## src/common/uifc_pkg.sv

```systemverilog
// constants, types and helpers for the uart interrupt and fifo control block
// ************************************************************
// Behaviour
// - xoff reception interrupts when enhanced mode and enable bit 5 are set
// - rising request-to-send output interrupts when enable bit 6 and auto rts set
// - rising clear-to-send input interrupts when enable bit 7 and auto cts set
// - source read reports only the highest pending interrupt, others wait
// - line status is level 1, code 000110
// - receive time-out is level 2, code 001100
// - receive data ready level 3 code 000100, transmit ready level 4 code 000010
// - modem 000000, xoff or special 010000, flow change 100000, none 000001
// - line status bits 1 to 4 raise it, line status read clears it
// - four characters plus twelve bits of silence time out, holding read clears
// - receive ready holds while fifo count is at or above trigger level
// - transmit ready from trigger or empty, cleared by source read or write
// - modem status bits 0 to 3 raise it, modem status read clears it
// - xoff cleared by source read or xon; special by read or next character
// - flow change interrupts clear on modem status read only
// - source bits 7 and 6 both mirror the fifo enable
// - fifo control bits other than 0 count only when bit 0 is written 1
// - fifo control bit 1 pulses a receive fifo reset, then self-clears
// - fifo control bit 2 pulses a transmit fifo reset, then self-clears
// - fifo control bit 3 selects normal or dma behaviour of ready pins
// - transmit trigger select 00,01,10,11 gives 16,8,24,30 in enhanced mode
// - receive trigger select 00,01,10,11 gives 8,16,24,30
// - enable bits 0 to 3 mask the four classic interrupt sources
// ************************************************************
package uifc_pkg;
    // register byte addresses
    localparam logic [7:0] UIFC_ADDR_IE   = 8'h00;
    localparam logic [7:0] UIFC_ADDR_SRC  = 8'h04;
    localparam logic [7:0] UIFC_ADDR_FCTL = 8'h08;
    localparam logic [7:0] UIFC_ADDR_ENH  = 8'h0C;
    localparam logic [7:0] UIFC_ADDR_STAT = 8'h10;
    localparam logic [7:0] UIFC_RST_BYTE  = 8'h00;
    // interrupt enable fields
    localparam int UIFC_IE_RX   = 0;
    localparam int UIFC_IE_TX   = 1;
    localparam int UIFC_IE_LS   = 2;
    localparam int UIFC_IE_MS   = 3;
    localparam int UIFC_IE_XOFF = 5;
    localparam int UIFC_IE_RTS  = 6;
    localparam int UIFC_IE_CTS  = 7;
    // fifo control fields
    localparam int UIFC_FC_EN    = 0;
    localparam int UIFC_FC_RXRST = 1;
    localparam int UIFC_FC_TXRST = 2;
    localparam int UIFC_FC_DMA   = 3;
    localparam int UIFC_FC_TXTRG = 4;
    localparam int UIFC_FC_RXTRG = 6;
    // enhanced feature control fields
    localparam int UIFC_ENH_EN  = 4;
    localparam int UIFC_ENH_RTS = 6;
    localparam int UIFC_ENH_CTS = 7;
    // source codes, bits 5:0
    localparam logic [5:0] UIFC_CODE_LS   = 6'h06;
    localparam logic [5:0] UIFC_CODE_TO   = 6'h0C;
    localparam logic [5:0] UIFC_CODE_RX   = 6'h04;
    localparam logic [5:0] UIFC_CODE_TX   = 6'h02;
    localparam logic [5:0] UIFC_CODE_MS   = 6'h00;
    localparam logic [5:0] UIFC_CODE_XOFF = 6'h10;
    localparam logic [5:0] UIFC_CODE_FLOW = 6'h20;
    localparam logic [5:0] UIFC_CODE_NONE = 6'h01;
    // pending vector positions, 0 is highest priority
    localparam int UIFC_NSRC   = 7;
    localparam int UIFC_P_LS   = 0;
    localparam int UIFC_P_TO   = 1;
    localparam int UIFC_P_RX   = 2;
    localparam int UIFC_P_TX   = 3;
    localparam int UIFC_P_MS   = 4;
    localparam int UIFC_P_XOFF = 5;
    localparam int UIFC_P_FLOW = 6;
    // trigger levels and time-out length
    localparam logic [5:0] UIFC_LVL_1  = 6'h01;
    localparam logic [5:0] UIFC_LVL_8  = 6'h08;
    localparam logic [5:0] UIFC_LVL_16 = 6'h10;
    localparam logic [5:0] UIFC_LVL_24 = 6'h18;
    localparam logic [5:0] UIFC_LVL_30 = 6'h1E;
    localparam logic [7:0] UIFC_TO_CHARS = 8'h04;
    localparam logic [7:0] UIFC_TO_BITS  = 8'h0C;
    localparam int UIFC_CNT_W = 6;
    localparam int UIFC_DEPTH = 32;

    // inputs from the rest of the channel
    typedef struct packed {
        logic [3:0] line_status_bits;
        logic [3:0] modem_status_bits;
        logic       line_status_read;
        logic       modem_status_read;
        logic       receive_holding_read;
        logic       transmit_holding_write;
        logic       rx_char_strobe;
        logic       xoff_detect;
        logic       xon_detect;
        logic       special_detect;
        logic       rts_pin;
        logic       cts_pin;
        logic       bit_tick;
    } uifc_evt_t;

    // time-out timer state
    typedef struct packed {
        logic [7:0] cnt;
        logic       done;
        logic       fire;
    } uifc_tmr_st_t;

    // trigger level decode, shared by receive and transmit
    function automatic logic [5:0] uifc_trig(input logic [1:0] sel, input logic is_tx);
        logic [5:0] lvl;
        lvl = UIFC_LVL_30;
        case (sel)
            2'h0: lvl = is_tx ? UIFC_LVL_16 : UIFC_LVL_8;
            2'h1: lvl = is_tx ? UIFC_LVL_8 : UIFC_LVL_16;
            2'h2: lvl = UIFC_LVL_24;
            default: lvl = UIFC_LVL_30;
        endcase
        return lvl;
    endfunction

    // source code by priority position
    function automatic logic [5:0] uifc_src_code(input logic [2:0] idx);
        logic [5:0] c;
        c = UIFC_CODE_NONE;
        case (idx)
            3'h0: c = UIFC_CODE_LS;
            3'h1: c = UIFC_CODE_TO;
            3'h2: c = UIFC_CODE_RX;
            3'h3: c = UIFC_CODE_TX;
            3'h4: c = UIFC_CODE_MS;
            3'h5: c = UIFC_CODE_XOFF;
            3'h6: c = UIFC_CODE_FLOW;
            default: c = UIFC_CODE_NONE;
        endcase
        return c;
    endfunction
endpackage

```

## src/logic/uifc_prio_enc.sv

```systemverilog
// priority encoder from pending sources to the source code
`timescale 1ns/1ps
module uifc_prio_enc #(
    parameter int NSRC = uifc_pkg::UIFC_NSRC
) (
    input  wire logic [NSRC-1:0] pend,
    output logic      [5:0]      code
);
    if (NSRC != uifc_pkg::UIFC_NSRC) begin : g_chk
        $error("uifc_prio_enc: source count must match the code table");
    end

    // walk lowest to highest so the highest pending wins
    always_comb begin
        code = uifc_pkg::UIFC_CODE_NONE;
        for (int i = NSRC - 1; i >= 0; i--) begin
            if (pend[i]) begin
                code = uifc_pkg::uifc_src_code(3'(i));
            end
        end
    end
endmodule

```

## src/logic/uifc_rx_timer.sv

```systemverilog
// receive time-out timer counting bit times of line silence
`timescale 1ns/1ps
module uifc_rx_timer (
    input  wire logic       ref_clk,
    input  wire logic       reset,
    input  wire logic       restart,
    input  wire logic       armed,
    input  wire logic       bit_tick,
    input  wire logic [3:0] char_bits,
    output logic            fire_q
);
    uifc_pkg::uifc_tmr_st_t s_q;
    uifc_pkg::uifc_tmr_st_t s_d;
    logic [7:0]             limit;

    // four characters plus twelve bits
    assign limit = 8'(8'(char_bits) * uifc_pkg::UIFC_TO_CHARS + uifc_pkg::UIFC_TO_BITS);
    assign fire_q = s_q.fire;

    // count ticks while armed, one fire per quiet spell
    always_comb begin
        s_d = s_q;
        s_d.fire = 1'b0;
        if (restart || !armed) begin
            s_d.cnt  = 8'h00;
            s_d.done = 1'b0;
        end else if (bit_tick && !s_q.done) begin
            s_d.cnt = s_q.cnt + 8'h01;
            if (s_q.cnt + 8'h01 >= limit) begin
                s_d.fire = 1'b1;
                s_d.done = 1'b1;
            end
        end
    end

    // state register
    always_ff @(posedge ref_clk) begin
        if (reset) begin
            s_q <= '0;
        end else begin
            s_q <= s_d;
        end
    end
endmodule

```

## src/logic/uifc_ctrl.sv

```systemverilog
// interrupt prioritisation and fifo control for one uart channel, apb slave
`timescale 1ns/1ps
module uifc_ctrl #(
    parameter int CNT_W = uifc_pkg::UIFC_CNT_W,
    parameter int DEPTH = uifc_pkg::UIFC_DEPTH
) (
    input  wire logic                ref_clk,
    input  wire logic                reset,
    input  wire logic                psel,
    input  wire logic                penable,
    input  wire logic                pwrite,
    input  wire logic [7:0]          paddr,
    input  wire logic [31:0]         pwdata,
    output logic      [31:0]         prdata,
    output logic                     pready,
    output logic                     pslverr,
    input  wire uifc_pkg::uifc_evt_t evt,
    input  wire logic [CNT_W-1:0]    rx_count,
    input  wire logic [CNT_W-1:0]    tx_count,
    input  wire logic [3:0]          char_bits,
    output logic                     irq_q,
    output logic                     rx_fifo_reset_q,
    output logic                     tx_fifo_reset_q,
    output logic                     fifo_enable_q,
    output logic                     dma_mode_q,
    output logic                     receive_ready_pin_n,
    output logic                     transmit_ready_pin_n
);
    if (CNT_W != uifc_pkg::UIFC_CNT_W || DEPTH >= (1 << CNT_W) || DEPTH < 31) begin : g_chk
        $error("uifc_ctrl: counts must be 6 bits wide and depth must reach 31");
    end

    // ************************************************************
    // state
    // ************************************************************
    typedef struct packed {
        logic [7:0] ie;
        logic [7:0] enh;
        logic       fifo_en;
        logic       dma;
        logic [5:0] rx_lvl;
        logic [5:0] tx_lvl;
        logic       rx_rst;
        logic       tx_rst;
        logic       p_ls;
        logic       p_to;
        logic       p_tx;
        logic       p_ms;
        logic       p_xoff;
        logic       p_spec;
        logic       p_rts;
        logic       p_cts;
        logic       tx_over;
        logic       tx_room;
        logic [3:0] prev_ls;
        logic [3:0] prev_ms;
        logic       prev_rts;
        logic       prev_cts;
        logic [5:0] prev_tx;
        logic       irq;
        logic       rxp_n;
        logic       txp_n;
        logic       pready;
        logic       pslverr;
        logic [7:0] prdata;
        logic [5:0] rd_code;
    } uifc_state_t;

    uifc_state_t                 s_q;
    uifc_state_t                 s_d;
    logic [uifc_pkg::UIFC_NSRC-1:0] pend;
    logic [5:0]                  code;
    logic                        tmr_fire;
    logic                        acc;
    logic                        wr;
    logic                        rd;
    logic                        enh_on;
    logic                        rx_at_lvl;
    logic [5:0]                  tx_trg;
    logic                        tx_fell;
    logic                        tx_empty_ev;
    logic                        tx_set;
    logic                        tx_clr;
    logic                        src_clr_x;
    logic                        ls_rise;
    logic                        ms_rise;
    logic                        rts_rise;
    logic                        cts_rise;

    // ************************************************************
    // outputs, all from the state register
    // ************************************************************
    assign prdata               = {24'h000000, s_q.prdata};
    assign pready               = s_q.pready;
    assign pslverr              = s_q.pslverr;
    assign irq_q                = s_q.irq;
    assign rx_fifo_reset_q      = s_q.rx_rst;
    assign tx_fifo_reset_q      = s_q.tx_rst;
    assign fifo_enable_q        = s_q.fifo_en;
    assign dma_mode_q           = s_q.dma;
    assign receive_ready_pin_n  = s_q.rxp_n;
    assign transmit_ready_pin_n = s_q.txp_n;

    // ************************************************************
    // event decode
    // ************************************************************
    // apb completion: the edge where pready is seen high
    assign acc = psel && penable && s_q.pready;
    assign wr  = acc && pwrite;
    assign rd  = acc && !pwrite;
    assign enh_on = s_q.enh[uifc_pkg::UIFC_ENH_EN];

    // receive level, one character when fifos are off
    assign rx_at_lvl = s_q.fifo_en ? (rx_count >= s_q.rx_lvl) : (rx_count != 6'h00);
    assign tx_trg    = s_q.fifo_en ? s_q.tx_lvl : uifc_pkg::UIFC_LVL_1;

    // transmit: below the trigger, or empty after a short reload
    assign tx_fell     = (s_q.prev_tx >= tx_trg) && (tx_count < tx_trg);
    assign tx_empty_ev = (tx_count == 6'h00) && (s_q.prev_tx != 6'h00);
    assign tx_set      = (s_q.tx_over && tx_fell) || (!s_q.tx_over && tx_empty_ev)
                       || (wr && paddr == uifc_pkg::UIFC_ADDR_IE && pwdata[uifc_pkg::UIFC_IE_TX]
                           && !s_q.ie[uifc_pkg::UIFC_IE_TX] && tx_count == 6'h00); // enable write, no loop

    // a source read clears only what it reported
    assign tx_clr    = evt.transmit_holding_write || (rd && paddr == uifc_pkg::UIFC_ADDR_SRC
                       && s_q.rd_code == uifc_pkg::UIFC_CODE_TX);
    assign src_clr_x = rd && paddr == uifc_pkg::UIFC_ADDR_SRC
                       && s_q.rd_code == uifc_pkg::UIFC_CODE_XOFF;

    // new error and modem bits, and flow pin rising edges
    assign ls_rise  = |(evt.line_status_bits & ~s_q.prev_ls);
    assign ms_rise  = |(evt.modem_status_bits & ~s_q.prev_ms);
    assign rts_rise = evt.rts_pin && !s_q.prev_rts && s_q.enh[uifc_pkg::UIFC_ENH_RTS];
    assign cts_rise = evt.cts_pin && !s_q.prev_cts && s_q.enh[uifc_pkg::UIFC_ENH_CTS];

    // enable masks ahead of the priority encoder
    always_comb begin
        pend = '0;
        pend[uifc_pkg::UIFC_P_LS]   = s_q.p_ls && s_q.ie[uifc_pkg::UIFC_IE_LS];
        pend[uifc_pkg::UIFC_P_TO]   = s_q.p_to && s_q.ie[uifc_pkg::UIFC_IE_RX];
        pend[uifc_pkg::UIFC_P_RX]   = rx_at_lvl && s_q.ie[uifc_pkg::UIFC_IE_RX];
        pend[uifc_pkg::UIFC_P_TX]   = s_q.p_tx && s_q.ie[uifc_pkg::UIFC_IE_TX];
        pend[uifc_pkg::UIFC_P_MS]   = s_q.p_ms && s_q.ie[uifc_pkg::UIFC_IE_MS];
        pend[uifc_pkg::UIFC_P_XOFF] = (s_q.p_xoff || s_q.p_spec) && enh_on
                                      && s_q.ie[uifc_pkg::UIFC_IE_XOFF];
        pend[uifc_pkg::UIFC_P_FLOW] = enh_on && ((s_q.p_rts && s_q.ie[uifc_pkg::UIFC_IE_RTS])
                                      || (s_q.p_cts && s_q.ie[uifc_pkg::UIFC_IE_CTS]));
    end

    uifc_prio_enc #(
        .NSRC (uifc_pkg::UIFC_NSRC)
    ) u_enc (
        .pend (pend),
        .code (code)
    );

    uifc_rx_timer u_tmr (
        .ref_clk   (ref_clk),
        .reset     (reset),
        .restart   (evt.rx_char_strobe || evt.receive_holding_read || s_q.rx_rst),
        .armed     (s_q.fifo_en && rx_count != 6'h00),
        .bit_tick  (evt.bit_tick),
        .char_bits (char_bits),
        .fire_q    (tmr_fire)
    );

    // ************************************************************
    // next state
    // ************************************************************
    always_comb begin
        s_d = s_q;
        s_d.rx_rst  = 1'b0;
        s_d.tx_rst  = 1'b0;
        s_d.pready  = psel && penable && !s_q.pready;
        // read data and error are set up with pready
        if (psel && penable && !s_q.pready) begin
            s_d.pslverr = 1'b0;
            s_d.prdata  = uifc_pkg::UIFC_RST_BYTE;
            s_d.rd_code = code;
            if (paddr == uifc_pkg::UIFC_ADDR_IE) begin
                s_d.prdata = s_q.ie;
            end else if (paddr == uifc_pkg::UIFC_ADDR_SRC) begin
                s_d.prdata = {s_q.fifo_en, s_q.fifo_en, code};
            end else if (paddr == uifc_pkg::UIFC_ADDR_FCTL) begin
                s_d.prdata = uifc_pkg::UIFC_RST_BYTE;
            end else if (paddr == uifc_pkg::UIFC_ADDR_ENH) begin
                s_d.prdata = s_q.enh;
            end else if (paddr == uifc_pkg::UIFC_ADDR_STAT) begin
                s_d.prdata = {4'h0, s_q.tx_over, s_q.dma, s_q.fifo_en, s_q.irq};
            end else begin
                s_d.pslverr = 1'b1;
            end
        end
        // register writes at the completing edge
        if (wr) begin
            if (paddr == uifc_pkg::UIFC_ADDR_IE) begin
                s_d.ie[3:0] = pwdata[3:0];
                if (enh_on) begin
                    s_d.ie[7:4] = pwdata[7:4];
                end
            end else if (paddr == uifc_pkg::UIFC_ADDR_FCTL) begin
                s_d.fifo_en = pwdata[uifc_pkg::UIFC_FC_EN];
                if (pwdata[uifc_pkg::UIFC_FC_EN]) begin
                    s_d.rx_rst = pwdata[uifc_pkg::UIFC_FC_RXRST];
                    s_d.tx_rst = pwdata[uifc_pkg::UIFC_FC_TXRST];
                    s_d.dma    = pwdata[uifc_pkg::UIFC_FC_DMA];
                    s_d.rx_lvl = uifc_pkg::uifc_trig(pwdata[uifc_pkg::UIFC_FC_RXTRG +: 2], 1'b0);
                    if (enh_on) begin
                        s_d.tx_lvl = uifc_pkg::uifc_trig(pwdata[uifc_pkg::UIFC_FC_TXTRG +: 2], 1'b1);
                    end
                end
            end else if (paddr == uifc_pkg::UIFC_ADDR_ENH) begin
                s_d.enh = pwdata[7:0];
            end
        end
        // sticky sources: a set in the clearing cycle wins
        s_d.p_ls   = ls_rise || (s_q.p_ls && !evt.line_status_read);
        s_d.p_to   = tmr_fire || (s_q.p_to && !evt.receive_holding_read);
        s_d.p_tx   = tx_set || (s_q.p_tx && !tx_clr);
        s_d.p_ms   = ms_rise || (s_q.p_ms && !evt.modem_status_read);
        s_d.p_xoff = evt.xoff_detect || (s_q.p_xoff && !evt.xon_detect && !src_clr_x);
        s_d.p_spec = evt.special_detect || (s_q.p_spec && !evt.rx_char_strobe && !src_clr_x);
        s_d.p_rts  = rts_rise || (s_q.p_rts && !evt.modem_status_read);
        s_d.p_cts  = cts_rise || (s_q.p_cts && !evt.modem_status_read);
        s_d.tx_over = (s_q.tx_over && !tx_set) || (tx_count > tx_trg);
        s_d.tx_room = tx_count < 6'(DEPTH);
        s_d.prev_ls  = evt.line_status_bits;
        s_d.prev_ms  = evt.modem_status_bits;
        s_d.prev_rts = evt.rts_pin;
        s_d.prev_cts = evt.cts_pin;
        s_d.prev_tx  = tx_count;
        s_d.irq      = |pend;
        // ready pins: single character in normal mode; receive level or time-out and transmit room in dma mode
        if (s_q.dma && s_q.fifo_en) begin
            s_d.rxp_n = !(rx_at_lvl || s_q.p_to);
            s_d.txp_n = !s_q.tx_room;
        end else begin
            s_d.rxp_n = (rx_count == 6'h00);
            s_d.txp_n = (tx_count != 6'h00);
        end
    end

    // state register
    always_ff @(posedge ref_clk) begin
        if (reset) begin
            s_q        <= '0;
            s_q.rx_lvl <= uifc_pkg::UIFC_LVL_8;
            s_q.tx_lvl <= uifc_pkg::UIFC_LVL_16;
            s_q.rxp_n  <= 1'b1;
            s_q.txp_n  <= 1'b1;
        end else begin
            s_q <= s_d;
        end
    end
endmodule

```

## config.mk

```make
export PLATFORM = sky130hd
export DESIGN_NAME = uifc_ctrl
export DESIGN_NICKNAME = d
export VERILOG_FILES = /design/src/common/uifc_pkg.sv /design/src/logic/uifc_prio_enc.sv /design/src/logic/uifc_rx_timer.sv /design/src/logic/uifc_ctrl.sv
export SDC_FILE = /design/constraint.sdc
export NUM_CORES = 1
export LEC_CHECK = 0
export ABC_AREA = 1
export BUFFER_PORTS_ARGS = -buffer_cell sky130_fd_sc_hd__buf_2
export CAP_MARGIN = 20
export CORE_MARGIN = 4
export CORE_UTILIZATION = 50
export DETAILED_ROUTE_END_ITERATION = 8
export PLACE_DENSITY_LB_ADDON = 0.25
export SETUP_SLACK_MARGIN = 0.15
export SLEW_MARGIN = 25
export SYNTH_ARGS = -nofsm -noshare
export SYNTH_HDL_FRONTEND = slang
export SYNTH_SLANG_ARGS = --single-unit
```

## constraint.sdc

```tcl
create_clock -name ref_clk -period 4.65 [get_ports ref_clk]
set_clock_uncertainty 0.2 [all_clocks]
set_input_delay 0.93 -clock ref_clk [delete_from_list [all_inputs] [get_ports ref_clk]]
set_output_delay 0.93 -clock ref_clk [all_outputs]
set_load 0.01 [all_outputs]
```

Word-level counts from Yosys, hierarchy flattened
Cells that the tools add are included.
Word-level totals
  output and inout port bits: 41
  flip-flop bits (word level): 87
  bits of input ports: 80
  word-level logic and storage cells: 185
Operators by class
  bitwise operators: 9
  equality and inequality tests: 10
  add/subtract/negate cells: 2
  reductions and logical operators: 101
  mux-type cells: 23
  $lt $le $gt $ge: 6
Operators with widths (number)
  $mux W6: 8
  $logic_and A1 B1 Y1: 44
  $mux W8: 4
  $pmux W5 S3: 2
  $logic_not A1 Y1: 18
  $logic_or A1 B1 Y1: 18
  $reduce_bool A6 Y1: 3
  $eq A8 B4 Y1 const B: 2
  $ge A6 B6 Y1: 2
  $logic_not A6 Y1: 2
  $add A8 B1 Y8 const B: 1
  $and A4 B4 Y4: 2
  $eq A8 B3 Y1 const B: 1
  $eq A8 B5 Y1 const B: 1
  $ge A8 B8 Y1: 1
  $logic_not A8 Y1: 1
  $not A4 Y4: 2
  $reduce_and A4 Y1: 2
  $reduce_or A4 Y1: 2
  $add A6 B4 Y7 const B: 1
  $mux W1: 7
  $reduce_or A7 Y1: 1
  $eq A6 B2 Y1 const B: 1
  $eq A6 B5 Y1 const B: 1
  other kinds (15): 24

Longest topological paths before layout
  word-level depth: 12
  mapped depth: 14

Modules after synthesis
A second synthesis with hierarchy kept.
Unflattened totals
  cell total of the unflattened synthesis: 630
  area total of the unflattened synthesis: 4493.1 um^2
By module, submodules not included
  uifc_ctrl: area each 3757.4 um^2, times used 1, cells each 520
  uifc_rx_timer: area each 661.9 um^2, times used 1, cells each 93
  uifc_prio_enc: area each 73.8 um^2, times used 1, cells each 17

Least setup slack after synthesis
OpenSTA, ideal clock, no wires.
  path type: input port to flip-flop
  from: input port char_bits[0]
  to: register u_tmr.s_q[1] (netlist bit)
  setup slack: 2.229 ns
  library setup time: 0.130 ns
  path buffers: 0
  cell stages on the path: 11
  arrival time: 2.090 ns
  cells stage by stage: inv_1 ha_1 ha_1 a21oi_1 nor2_1 o21ai_0 nand2_1 nand2_1 nand3_1 nand2_1 o21ai_0
On the way
  longest elaborated chain between the ends: 3
Ends and longest elaborated chain
  start, declared: line uifc_ctrl.sv:20  | input wire logic [3:0] char_bits,
  $add A6 B4 Y7: line uifc_rx_timer.sv:17  | assign limit = 8'(8'(char_bits) * uifc_pkg::UIFC_TO_CHARS + uifc_pkg::UIFC_TO_BITS);
  $ge A8 B8 Y1: line uifc_rx_timer.sv:29  | if (s_q.cnt + 8'h01 >= limit) begin
  $reduce_and A2 Y1 (no source line)
  end signal, assigned: line uifc_rx_timer.sv:39  | s_q <= '0;
  end signal, assigned: line uifc_rx_timer.sv:41  | s_q <= s_d;
  end, declared: line uifc_rx_timer.sv:12  | uifc_pkg::uifc_tmr_st_t s_q;
Every way passes these cells.
A chain may end at the register's enable or synchronous reset.

Worst setup path in the final report
  from: register s_q (netlist bit fifo_enable_q)
  to: output port fifo_enable_q
RTL lines
  start, declared: line uifc_ctrl.sv:69  | uifc_state_t s_q;
  end, declared: line uifc_ctrl.sv:24  | output logic fifo_enable_q,
No word-level cell between the ends.

==> results by group <==
Route
  – Post-DR wirelength/cell: 12.7 µm
  – DR vias: 3761
  – Drt total wl: 9580 µm
  – DRT antenna net count: 0
  – Initial DRC Count: 169
  – DRC errors left: 0
  – Via density: 4.97
  – Pre-Repair DR Iteration Count: 5

Global routing
  – GRT busiest layer: met2
  – GRT Total Usage: 0.196
  – Initial antenna violation count: 0
  – Met3 Resource Use GR: 0.0505
  – First-pass GRT wire length: 15900 µm
  – Congestion Overflow GR: 0
  – M2 GR Usage: 0.340
  – Maximum number of pins on one net before global-route repair: 42
  – Met1 usage: 0.242
  – Vias in the first global route: 3617

Worst setup path
  – Slowest stage delay, CP: 0.60 ns
  – CP cell instances: buf_2
  – Slowest library cell on the worst path: dfxtp_1
  – Top delay family on crit path: flip-flops
  – Data required, critical path: 3.52 ns
  – Worst path bufs/invs: 1
  – Crit-path max FO: 9
  – Crit Path Class: flop to output pin
  – CP Launch Type: flop
  – Worst Path Arrival: 1.18 ns
  – Worst setup EP type: output pin

Clock network
  – Clk buf depth: 2
  – Clock slew at reported path FFs: 0.09 ns
  – H-tree Lvls: 3
  – CTS Root Cell: clkbuf_8
  – CTS tree: built
  – Post CTS Setup Buffer Count: 0
  – CTS resizes: 0
  – Post-CTS Hold Buffers: 0
  – Worst skew pair latency: 0.36 ns
  – Clk sinks: 81
  – Cts bufs inserted: 9

STA
  – Tightest Pin Transition: 0.653 ns
  – RSZ-0062 raised after global routing: false
  – Normalized max-slew margin: 0.563
  – Setup_tns: 0 ns
  – Final min period: 2.31 ns
  – Final hold viol count: 0
  – Final Max Slew Viols: 0
  – Fmax: 0.432 GHz
  – Period utilization: 0.497
  – Final setup vio count: 0
  – Worst setup margin: 2.34 ns

Yosys
  – Number of synthesized register bits: 81
  – Largest area contributor in the netlist: dfxtp_1
  – Post-synth top flop: dfxtp_1
  – Mapped Area: 4300 µm²
  – Ys Warns: 0
  – Synth cell types: 41
  – Post-synth EDFFs: 0
  – Post-Syn Instances: 581
  – Top-count cell post-synth: nand2_1
  – Ys async rst share: 0
  – Top cell type's share of synthesized area: 0.377
  – Avg Cell Area, Syn: 7.41 µm²
  – Synth cell count leaders: nand2_1, dfxtp_1, nor2_1
  – Sequential share of the synthesized area: 0.377
  – Synth area leaders: dfxtp_1, nand2_1, nor2_1, inv_1, ha_1

Power
  – Worst vdd ir: 0.000180 V
  – LEAKAGE: 0.00240 µW
  – PwrDens: 279 nW/µm²

Die
  – Io pins: 121
  – Die Y: 101 µm
  – Initial core utilization: 0.519
  – Die W: 101 µm
  – Core area: 8300 µm²
  – Row count: 33
  – DIE AREA: 10200 µm²

Place
  – Placer Congestion: 0.913
  – Port Buffers: 72
  – Setup WS pre-CTS: 1.98 ns
  – Detailed Place HPWL: 7470 µm

Finish
  – Nets: 748
  – Layout cells sized above 1: 0.195
  – N_diodes: 0
  – Area grow syn2layout: 11.4%

Hold path
  – Worst min path class: flop to flop

Status
  – Status: finished, final reports clean

Flow run
  – Max-cap violations: 0
==> cells by family after synthesis <==
logic type / Yosys count / share of synthesized area
fa+ha+maj: 22 / 0.0640
compound gates: 103 / 0.133
buf+inv: 131 / 0.144
flops: 81 / 0.377
other cells: 1 / 0.000871
simple gates: 235 / 0.264
xor+xnor: 8 / 0.0163
==> sequential cells by signal, indices dropped and copies added, names as in the netlist <==
| name | cells |
|---|---|
| dma_mode_q | 1 |
| rx_fifo_reset_q | 1 |
| enh_on | 1 |
| transmit_ready_pin_n | 1 |
| pready | 1 |
| tx_fifo_reset_q | 1 |
| receive_ready_pin_n | 1 |
| pslverr | 1 |
| s_q | 53 |
| fifo_enable_q | 1 |
| prdata | 8 |
| u_tmr.s_q | 9 |
| u_tmr.fire_q | 1 |
| irq_q | 1 |
==> final timing paths <==
path | start | endpoint | slack (ns) | depth (start not counted)
worst max register to register | fifo_enable_q | s_q[36] | 2.37 | 9
worst max-delay path | fifo_enable_q | fifo_enable_q | 2.34 | 1
worst min register to register | s_q[35] | transmit_ready_pin_n | 0.23 | 1
worst min-delay path | s_q[35] | transmit_ready_pin_n | 0.23 | 1
==> placed cells by master (no fill, tap or decap), types with 2 or more instances in the layout <==
cell type	Yosys	final
inv_6	0	2
nand2_4	2	2
clkbuf_8	0	9
dfxtp_1	81	81
a21oi_1	43	43
nand3b_1	2	2
o211ai_1	3	3
a31oi_1	4	4
o31ai_1	2	2
inv_1	75	75
conb_1	1	24
nor2_4	8	8
buf_2	2	72
o21ai_0	36	36
nand3_4	4	4
inv_2	11	11
buf_4	34	3
o2111ai_1	2	2
o21a_1	2	2
nor2_1	78	78
inv_8	0	2
nand4_1	9	9
nor3_1	8	8
o22ai_1	3	3
nor4_1	3	3
a211oi_1	2	2
ha_1	22	22
nand2_1	94	94
xor2_1	7	7
a41oi_1	2	2
nor3_2	3	3
nand3_2	2	2
nand3_1	18	18
==> power breakdown <==
part           leakage [µW]  total [µW]  switching, µW  internal, µW
sequential         0.000661         720           9.92           710
clock             0.0000940         486            281           205
combinational       0.00165         132           82.0          49.9
total               0.00240        1340            373           965
==> routing by layer <==
metal / vias up / share of wire
met1: 1689 / 0.44
met2: 110 / 0.47
li1: 1951 / -
met5: - / 0
met4: 0 / 0.012
met3: 11 / 0.072
==> per-stage QoR <==
step           area [µm²]  total power (µW)  cells   util  hold slack (ns)
2_1_floorplan        4390               831    604      -            0.200
3_3_place_gp         4610               862    740  0.555            0.211
3_5_place_dp         4610               867    740  0.555            0.223
4_1_cts              4790              1350    756  0.578            0.237
5_1_grt              4790              1400    756  0.578            0.265
6_report             4790              1340    756  0.578            0.235
==> worst reg2reg max path, stage by stage (launching register included) <==
cell	delay, ns
dfxtp_1	0.60
nand2_1	0.24
ha_1	0.34
a21oi_1	0.16
nor2_1	0.06
nor3_1	0.12
o21a_1	0.18
nand3_1	0.10
nand3_1	0.09
a21oi_1	0.06
==> layout make-up <==
type / count / area (µm²)
Fill cell: 804 / 3500
Multi-Input combinational cell: 392 / 2150
Sequential cell: 81 / 1620
Timing Repair Buffer: 75 / 383
Inverter: 87 / 327
Tap cell: 105 / 131
Clock buffer: 9 / 124
Clock inverter: 7 / 61.3
No activity file was read; power rests on OpenSTA's default activity.
